[config.mk]
export PLATFORM = sky130hd
export DESIGN_NAME = bpf_engine
export DESIGN_NICKNAME = d
export VERILOG_FILES = /design/src/rtl/bpf_pkg.sv /design/src/rtl/bpf_engine.sv
export VERILOG_INCLUDE_DIRS = /design/src /design/src/rtl
export SDC_FILE = /design/constraint.sdc
export NUM_CORES = 2
export LEC_CHECK = 0
export BUFFER_PORTS_ARGS = -buffer_cell sky130_fd_sc_hd__buf_2
export CAP_MARGIN = 20
export CORE_ASPECT_RATIO = 1.25
export CORE_MARGIN = 5
export CORE_UTILIZATION = 30
export DETAILED_ROUTE_END_ITERATION = 16
export HOLD_SLACK_MARGIN = 0.12
export PLACE_DENSITY = 0.51
export SLEW_MARGIN = 15
export SYNTH_ARGS = -nofsm -noshare
export SYNTH_HDL_FRONTEND = slang
export SYNTH_SLANG_ARGS = --single-unit
[constraint.sdc]
create_clock -name clk -period 3.9 [get_ports clk]
set_input_delay 0.195 -clock clk [delete_from_list [all_inputs] [get_ports clk]]
set_output_delay 0.195 -clock clk [all_outputs]
set_load 0.1 [all_outputs]
[src/rtl/bpf_map.svh]
// Register offsets, field positions and reset values of the pattern fill engine
`ifndef BPF_MAP_SVH
`define BPF_MAP_SVH
`define BPF_OFF_CTRL        8'h00
`define BPF_OFF_SRC         8'h04
`define BPF_OFF_DST         8'h08
`define BPF_OFF_DIM         8'h0c
`define BPF_OFF_PITCH       8'h10
`define BPF_OFF_COLOR       8'h14
`define BPF_OFF_STATUS      8'h18
`define BPF_CTRL_W          16
`define BPF_CTRL_RST        16'hf000
`define BPF_DIM_W_LSB       0
`define BPF_DIM_H_LSB       16
`define BPF_DIM_BITS        12
`define BPF_COLOR_FG_LSB    0
`define BPF_COLOR_BG_LSB    8
`define BPF_STAT_BUSY       0
`define BPF_STAT_DONE       1
`define BPF_STAT_ERR        2
`define BPF_KIND_PATTERN    2'h1
`define BPF_PAT_SIDE        8
`define BPF_PAT_ALIGN_BITS  6
`define BPF_LANES_ALL       4'hf
`define BPF_LANES_TEXT      4'h3
`define BPF_LANES_PACKED    4'h1
`endif

[src/rtl/bpf_pkg.sv]
// Types shared by the pattern fill engine
package bpf_pkg;
   typedef enum logic [4:0] {
      BPF_IDLE  = 5'h01,
      BPF_FETCH = 5'h02,
      BPF_PIXEL = 5'h04,
      BPF_RDDST = 5'h08,
      BPF_WRITE = 5'h10
   } bpf_state_type;

   typedef struct packed {
      logic [3:0] map_mask;
      logic       text_mode;
      logic       mono_trans;
      logic [1:0] rop;
      logic [2:0] plane_sel;
      logic       mono;
      logic       packed_mode;
      logic [1:0] src_kind;
      logic       start;
   } bpf_ctrl_type;

   typedef struct packed {
      logic        req;
      logic        we;
      logic [3:0]  lanes;
      logic [19:0] addr;
      logic [31:0] wdata;
   } bpf_mreq_type;
endpackage

[src/rtl/bpf_engine.sv]
// Pattern fill block transfer engine with APB register slave
// Summary of operation
// - Tiling runs only when the source kind field selects pattern.
// - Source address picks anchor pixel; pattern wraps right and down.
// - Planar rows are eight consecutive addresses, base multiple of 64.
// - Packed byte n is top-left, n+7 top-right, n+63 bottom-right.
// - Monochrome pattern uses one selected plane of a colour pattern.
// - Each pattern row is read at the start of its destination row.
// - Text fills block writes to both font maps.
// - Destination-anchored first eight pixels replicate themselves during the fill.
// - Text-mode fills require planar addressing.
`timescale 1ns/1ps
`include "bpf_map.svh"
module bpf_engine #(
   parameter int AW = 20
) (
   input  wire logic                 clk,
   input  wire logic                 sys_rst,
   input  wire logic                 psel,
   input  wire logic                 penable,
   input  wire logic                 pwrite,
   input  wire logic [7:0]           paddr,
   input  wire logic [31:0]          pwdata,
   output logic      [31:0]          prdata,
   output logic                      pready,
   output logic                      pslverr,
   output bpf_pkg::bpf_mreq_type     mem_o,
   input  wire logic                 mem_ack,
   input  wire logic [31:0]          mem_rdata
);
   if (AW != 20) begin : g_aw_check
      $error("AW must be 20 to match the memory carrier");
   end

   // ----------------------------------------------------------------
   // Decoding
   // ----------------------------------------------------------------
   function automatic logic mapped(input logic [7:0] a);
      mapped = (a == `BPF_OFF_CTRL) || (a == `BPF_OFF_SRC) || (a == `BPF_OFF_DST) ||
               (a == `BPF_OFF_DIM) || (a == `BPF_OFF_PITCH) || (a == `BPF_OFF_COLOR) ||
               (a == `BPF_OFF_STATUS);
   endfunction

   function automatic logic [31:0] rop_f(input logic [1:0] op, input logic [31:0] s,
                                         input logic [31:0] d);
      case (op)
         2'h0:    rop_f = s;
         2'h1:    rop_f = ~s;
         2'h2:    rop_f = s ^ d;
         default: rop_f = s & d;
      endcase
   endfunction

   // ----------------------------------------------------------------
   // State
   // ----------------------------------------------------------------
   bpf_pkg::bpf_state_type                state_r, state_nxt;
   bpf_pkg::bpf_ctrl_type                 ctrl_r, ctrl_nxt;
   bpf_pkg::bpf_mreq_type                 mreq_r, mreq_nxt;
   logic [AW-1:0]                         src_r, src_nxt;
   logic [AW-1:0]                         dst_r, dst_nxt;
   logic [AW-1:0]                         rowb_r, rowb_nxt;
   logic [31:0]                           dim_r, dim_nxt;
   logic [AW-1:0]                         pitch_r, pitch_nxt;
   logic [15:0]                           color_r, color_nxt;
   logic [`BPF_DIM_BITS-1:0]              dx_r, dx_nxt;
   logic [`BPF_DIM_BITS-1:0]              dy_r, dy_nxt;
   logic [2:0]                            k_r, k_nxt;
   logic [31:0]                           buf_r [`BPF_PAT_SIDE];
   logic [31:0]                           buf_nxt [`BPF_PAT_SIDE];
   logic [31:0]                           spix_r, spix_nxt;
   logic                                  done_r, done_nxt;
   logic                                  err_r, err_nxt;
   logic [31:0]                           prdata_r, prdata_nxt;

   logic                                  wr_acc;
   logic [`BPF_DIM_BITS-1:0]              width;
   logic [`BPF_DIM_BITS-1:0]              height;
   logic [2:0]                            row0;
   logic [2:0]                            col0;
   logic [2:0]                            prow;
   logic [2:0]                            sel;
   logic [31:0]                           pix;
   logic                                  mbit;
   logic [31:0]                           fg4;
   logic [31:0]                           bg4;
   logic [31:0]                           spix;
   logic [3:0]                            lanes;
   logic                                  adv;
   bpf_pkg::bpf_ctrl_type                 wctl;

   assign wr_acc  = psel && penable && pwrite;
   assign pready  = 1'b1;
   assign pslverr = psel && penable && !mapped(paddr);
   assign prdata  = prdata_r;
   assign mem_o   = mreq_r;
   assign width   = dim_r[`BPF_DIM_W_LSB +: `BPF_DIM_BITS];
   assign height  = dim_r[`BPF_DIM_H_LSB +: `BPF_DIM_BITS];
   assign row0    = src_r[5:3];
   assign col0    = src_r[2:0];
   assign prow    = row0 + dy_r[2:0];
   assign sel     = col0 + dx_r[2:0];
   assign pix     = buf_r[sel];
   assign fg4     = {4{color_r[`BPF_COLOR_FG_LSB +: 8]}};
   assign bg4     = {4{color_r[`BPF_COLOR_BG_LSB +: 8]}};
   assign wctl    = bpf_pkg::bpf_ctrl_type'(pwdata[`BPF_CTRL_W-1:0]);
   // Mono: packed takes a bit of the byte, planar takes bit 0 of a map
   assign mbit    = ctrl_r.packed_mode ? pix[ctrl_r.plane_sel] :
                    pix[{ctrl_r.plane_sel[1:0], 3'h0}];
   assign spix    = ctrl_r.mono ? (mbit ? fg4 : bg4) : pix;
   assign lanes   = ctrl_r.map_mask &
                    (ctrl_r.text_mode ? `BPF_LANES_TEXT : `BPF_LANES_ALL) &
                    (ctrl_r.packed_mode ? `BPF_LANES_PACKED : `BPF_LANES_ALL);

   // ----------------------------------------------------------------
   // Next state: registers and engine
   // ----------------------------------------------------------------
   always_comb begin
      state_nxt  = state_r;
      ctrl_nxt   = ctrl_r;
      mreq_nxt   = mreq_r;
      src_nxt    = src_r;
      dst_nxt    = dst_r;
      rowb_nxt   = rowb_r;
      dim_nxt    = dim_r;
      pitch_nxt  = pitch_r;
      color_nxt  = color_r;
      dx_nxt     = dx_r;
      dy_nxt     = dy_r;
      k_nxt      = k_r;
      buf_nxt    = buf_r;
      spix_nxt   = spix_r;
      done_nxt   = done_r;
      err_nxt    = err_r;
      prdata_nxt = prdata_r;
      adv        = 1'b0;
      if (psel && !penable) begin
         case (paddr)
            `BPF_OFF_CTRL:   prdata_nxt = {16'h0, ctrl_r};
            `BPF_OFF_SRC:    prdata_nxt = {12'h0, src_r};
            `BPF_OFF_DST:    prdata_nxt = {12'h0, dst_r};
            `BPF_OFF_DIM:    prdata_nxt = dim_r;
            `BPF_OFF_PITCH:  prdata_nxt = {12'h0, pitch_r};
            `BPF_OFF_COLOR:  prdata_nxt = {16'h0, color_r};
            `BPF_OFF_STATUS: prdata_nxt = {29'h0, err_r, done_r, state_r != bpf_pkg::BPF_IDLE};
            default:         prdata_nxt = 32'h0;
         endcase
      end
      // Set/config writes are refused while busy so a fill sees stable setup
      if (wr_acc && state_r == bpf_pkg::BPF_IDLE) begin
         case (paddr)
            `BPF_OFF_CTRL:  ctrl_nxt  = wctl;
            `BPF_OFF_SRC:   src_nxt   = pwdata[AW-1:0];
            `BPF_OFF_DST:   dst_nxt   = pwdata[AW-1:0];
            `BPF_OFF_DIM:   dim_nxt   = pwdata;
            `BPF_OFF_PITCH: pitch_nxt = pwdata[AW-1:0];
            `BPF_OFF_COLOR: color_nxt = pwdata[15:0];
            default:        ;
         endcase
      end
      ctrl_nxt.start = 1'b0;
      if (wr_acc && paddr == `BPF_OFF_STATUS) begin
         done_nxt = done_nxt & ~pwdata[`BPF_STAT_DONE];
         err_nxt  = err_nxt & ~pwdata[`BPF_STAT_ERR];
      end
      case (state_r)
         bpf_pkg::BPF_IDLE: begin
            if (wr_acc && paddr == `BPF_OFF_CTRL && wctl.start) begin
               if (wctl.src_kind != `BPF_KIND_PATTERN) begin
                  err_nxt = 1'b1;
               end else if (wctl.text_mode && wctl.packed_mode) begin
                  err_nxt = 1'b1;
               end else if (width == '0 || height == '0) begin
                  done_nxt = 1'b1;
               end else begin
                  state_nxt = bpf_pkg::BPF_FETCH;
                  rowb_nxt  = dst_r;
                  dx_nxt    = '0;
                  dy_nxt    = '0;
               end
            end
         end
         bpf_pkg::BPF_FETCH: begin
            if (!mreq_r.req) begin
               mreq_nxt.req  = 1'b1;
               mreq_nxt.we   = 1'b0;
               mreq_nxt.addr = {src_r[AW-1:`BPF_PAT_ALIGN_BITS], prow, k_r};
            end else if (mem_ack) begin
               mreq_nxt.req = 1'b0;
               buf_nxt[k_r] = mem_rdata;
               k_nxt        = k_r + 3'h1;
               if (k_r == 3'h7) begin
                  state_nxt = bpf_pkg::BPF_PIXEL;
               end
            end
         end
         bpf_pkg::BPF_PIXEL: begin
            if (ctrl_r.mono && ctrl_r.mono_trans && !mbit) begin
               adv = 1'b1;
            end else begin
               mreq_nxt.req   = 1'b1;
               mreq_nxt.addr  = rowb_r + AW'(dx_r);
               mreq_nxt.lanes = lanes;
               spix_nxt       = spix;
               if (ctrl_r.rop[1]) begin
                  mreq_nxt.we = 1'b0;
                  state_nxt   = bpf_pkg::BPF_RDDST;
               end else begin
                  mreq_nxt.we    = 1'b1;
                  mreq_nxt.wdata = rop_f(ctrl_r.rop, spix, 32'h0);
                  state_nxt      = bpf_pkg::BPF_WRITE;
               end
            end
         end
         bpf_pkg::BPF_RDDST: begin
            if (mem_ack) begin
               mreq_nxt.we    = 1'b1;
               mreq_nxt.wdata = rop_f(ctrl_r.rop, spix_r, mem_rdata);
               state_nxt      = bpf_pkg::BPF_WRITE;
            end
         end
         bpf_pkg::BPF_WRITE: begin
            if (mem_ack) begin
               mreq_nxt.req = 1'b0;
               adv          = 1'b1;
            end
         end
         default: state_nxt = bpf_pkg::BPF_IDLE;
      endcase
      if (adv) begin
         state_nxt = bpf_pkg::BPF_PIXEL;
         dx_nxt    = dx_r + 1'b1;
         if (dx_nxt == width) begin
            dx_nxt   = '0;
            dy_nxt   = dy_r + 1'b1;
            rowb_nxt = rowb_r + pitch_r;
            k_nxt    = 3'h0;
            if (dy_nxt == height) begin
               state_nxt = bpf_pkg::BPF_IDLE;
               done_nxt  = 1'b1;
            end else begin
               state_nxt = bpf_pkg::BPF_FETCH;
            end
         end
      end
   end

   // ----------------------------------------------------------------
   // Registers
   // ----------------------------------------------------------------
   always_ff @(posedge clk) begin
      if (sys_rst) begin
         state_r  <= bpf_pkg::BPF_IDLE;
         ctrl_r   <= bpf_pkg::bpf_ctrl_type'(`BPF_CTRL_RST);
         mreq_r   <= '0;
         src_r    <= '0;
         dst_r    <= '0;
         rowb_r   <= '0;
         dim_r    <= '0;
         pitch_r  <= '0;
         color_r  <= '0;
         dx_r     <= '0;
         dy_r     <= '0;
         k_r      <= '0;
         spix_r   <= '0;
         done_r   <= 1'b0;
         err_r    <= 1'b0;
         prdata_r <= '0;
         for (int i = 0; i < `BPF_PAT_SIDE; i++) begin
            buf_r[i] <= '0;
         end
      end else begin
         state_r  <= state_nxt;
         ctrl_r   <= ctrl_nxt;
         mreq_r   <= mreq_nxt;
         src_r    <= src_nxt;
         dst_r    <= dst_nxt;
         rowb_r   <= rowb_nxt;
         dim_r    <= dim_nxt;
         pitch_r  <= pitch_nxt;
         color_r  <= color_nxt;
         dx_r     <= dx_nxt;
         dy_r     <= dy_nxt;
         k_r      <= k_nxt;
         spix_r   <= spix_nxt;
         done_r   <= done_nxt;
         err_r    <= err_nxt;
         prdata_r <= prdata_nxt;
         buf_r    <= buf_nxt;
      end
   end

   wire start_wr = wr_acc && paddr == `BPF_OFF_CTRL && wctl.start &&
                   state_r == bpf_pkg::BPF_IDLE;
endmodule

==> metrics <==
status=finished with violations; failing checks=negative setup slack; Hold Slack=about 0.17 ns; Clock Pin Slew Worst Setup and Hold Paths=about 0.060 ns; Ports=170; Max-Cap Viols=0; Critical Path Fanout Max=12; Ys Warns=0; crit path launch=dx_r[0]; Worst-Skew Late Latency=0.61 ns; final hold vios=0; Layout Skew=0.0340 ns; Setup Viol. Count Final=143; RSZ-0062 raised after global routing=true; GRT Util Overall=between 20% and 30%; Initial Util=30.1%; final core occ=37.1%; crit start category=register; die area=just under 100000 um2; fill cell count=9504; reg-to-reg endpoint=dy_r[3]; worst hold path class=input port to register; Post-Syn Area per Cell=8.17 um2; Rel. slew slack=between 30% and 40%; reg2reg path depth=17; HPWL after DPL=69000 um; most frequent cells in the layout=928 x nand2_1, 549 x dfxtp_1, 461 x a21oi_1; Synth area leaders=dfxtp_1 40%, nand2_1 13%, a21oi_1 8.7%; met1 GRT Util=26.0%; Req. time, crit path=4.43 ns; gr ovfl total=0; reg-to-reg slack, setup=-0.48 ns; DRT Wirelength=105000 um; Antenna Nets Post-Route=0; DRC=0; WL per Instance=21.9 um; cell area after synthesis=27500 um2; Initial DRT Pass Iterations=6; Post-synth EDFFs=0; via count=between 20000 and 30000; type of the worst setup path=register to register; DP Worst Slack=-0.468 ns; average vias per placed instance=around 5.2; met3 Use GR=3.04%; Final TNS setup=-53.41 ns; port bufs=168; post-placement cell count=4601; post-synth cell types=78; GP Congestion=about 0.88; fin nets=3721; maximum root-to-sink buffer count=3; leakage power=12.1 nW; Final Slew Violations=0; layout overhead on the synthesized area=23.3%; Worst-Margin Slew=~0.95 ns; met2 Use GR=35.3%; Peak Freq=~230 MHz; core footprint=91200 um2; post-route insts no fill=about 4800; post-synthesis sequential area ratio=between 40% and 50%; Initial DRC Count=roughly 2000; total number of H-tree levels=3; worst flop-to-flop path startpoint=dx_r[0]; FF+latch count, synth=555; post-layout min period=around 4.4 ns; largest net degree at the start of global routing=166; clk root buf=clkbuf_16; num rows=124; CTS buffer count=66; height of the die=348 um; CTS tree=built; Syn Nets=between 3000 and 4000; initial antenna violation count=3; crit path capture=dy_r[3]; first-pass GRT wire length=around 160000 um; async set or reset register ratio after synthesis=0%; Final WS setup=-0.481 ns; most common cell after layout, fill and taps aside=nand2_1; clk sinks=555; cell taking the most area after synthesis=dfxtp_1; PD cells=378 nW/um2; share of cells above drive strength 1=19.4%; dominant synthesized flop cell=dfxtp_1; Peak VDD IR=0.000295 V; vias in the first global route=23700; Final period util=112%; Synth top area share=40.5%; CP endpoint kind=register; grt peak-use layer=met2; post-synthesis cell count=3362; die width=281 um; CP arrival=around 4.9 ns
==> stage by stage <==
step	area, um2	total power [mW]
after floorplan	27500	6.32
after global placement	30200	6.59
after detailed placement	30200	6.59
after CTS	33500	12.9
after global routing	33900	13.2
final	33900	12.8
==> Yosys cell counts (9+ instances only) <==
library cell / number
a21o_1: 12
clkbuf_2: 31
a211oi_1: 84
mux4_2: 80
ha_1: 69
buf_2: 11
nor2b_1: 35
mux2_2: 43
and2_1: 9
dfxtp_1: 555
and3_1: 22
o211ai_1: 77
nand2b_1: 14
mux2i_1: 82
inv_1: 24
nor3b_1: 14
a221oi_1: 13
nor2_1: 167
nor3_1: 49
o21ai_1: 12
o21ai_0: 52
buf_1: 19
xnor2_1: 54
nand3_1: 43
clkbuf_1: 216
xor2_1: 23
nand2_1: 932
a21oi_1: 479
a22oi_1: 21
nand4_1: 10
nor4_1: 9
==> final cells by class <==
| cell class | count | area [um2] | area share [%] |
|---|---|---|---|
| antenna | 1 | 2.50 | 0.00739 |
| clock buffer | 98 | 1980 | 5.86 |
| clock inverter | 18 | 195 | 0.576 |
| inverter | 24 | 90.1 | 0.266 |
| multi-input combinational | 2497 | 15600 | 46.0 |
| sequential | 555 | 11100 | 32.9 |
| tap | 1197 | 1500 | 4.42 |
| timing repair buffer | 426 | 3390 | 10.0 |
==> repair_timing <==
item / 4_1_cts / 5_1_grt
hold buffers: 67 / 0
resized for setup: 60 / 83
pin swaps: 27 / 20
endpoints found under the setup margin: 142 / 143
hold endpoints to repair: 392 / 0
gates cloned: 5 / 3
buffers inserted: 15 / 10
==> kinds of logic after synthesis <==
group | Yosys count | share of synthesized area, %
simple gates | 1337 | 20.3
xor+xnor | 78 | 2.54
other cells | 1 | 0.0137
buf+inv | 311 | 4.63
fa+ha+maj | 73 | 3.44
flops | 555 | 40.5
compound gates | 801 | 17.2
mux | 206 | 11.4
==> flip-flops by register name, summed over array words and instances, names as in the netlist <==
| name | flops |
|---|---|
| color_r | 16 |
| ctrl_r | 15 |
| buf_r | 256 |
| prdata | 32 |
| dx_r | 12 |
| rowb_r | 20 |
| dy_r | 12 |
| done_r | 1 |
| k_r | 3 |
| err_r | 1 |
| dst_r | 20 |
| state_r | 5 |
| dim_r | 32 |
| src_r | 20 |
| spix_r | 32 |
| pitch_r | 20 |
| mem_o | 58 |
==> power by group <==
group          switching [mW]  internal, mW
Sequential             0.0250          5.70
Combinational           0.604         0.206
Clock                    2.55          3.72
==> worst min path at each step <==
stage                  to       start  cells after the start  slack, ns
2_1_floorplan  ctrl_r[13]  pwdata[13]                      2       0.32
3_3_place_gp    dim_r[14]   dim_r[14]                      2       0.44
3_5_place_dp   buf_r[253]  buf_r[253]                      2       0.44
4_1_cts        prdata[19]        psel                      4       0.15
5_1_grt            done_r    paddr[2]                      4       0.21
6_report       prdata[19]        psel                      4       0.17
==> worst max-delay path, stage by stage (launching register included) <==
cell,delay (ns)
dfxtp_4,0.36
ha_4,0.12
inv_2,0.03
fa_4,0.87
buf_6,0.13
mux4_2,0.49
mux4_2,0.51
a21bo_1,0.19
a31oi_2,0.16
buf_4,0.14
o2111a_2,0.27
buf_4,0.14
buf_8,0.13
a21bo_4,0.18
nand3_1,0.11
buf_6,0.22
buf_4,0.14
o21ai_1,0.13
==> metal layers <==
layer,up-vias,share of wire (%)
met5,-,0
met4,0,4.5
met3,177,5.7
met2,758,49
met1,12100,41
li1,12100,-
Note: power is estimated with default switching activity, not from simulation.
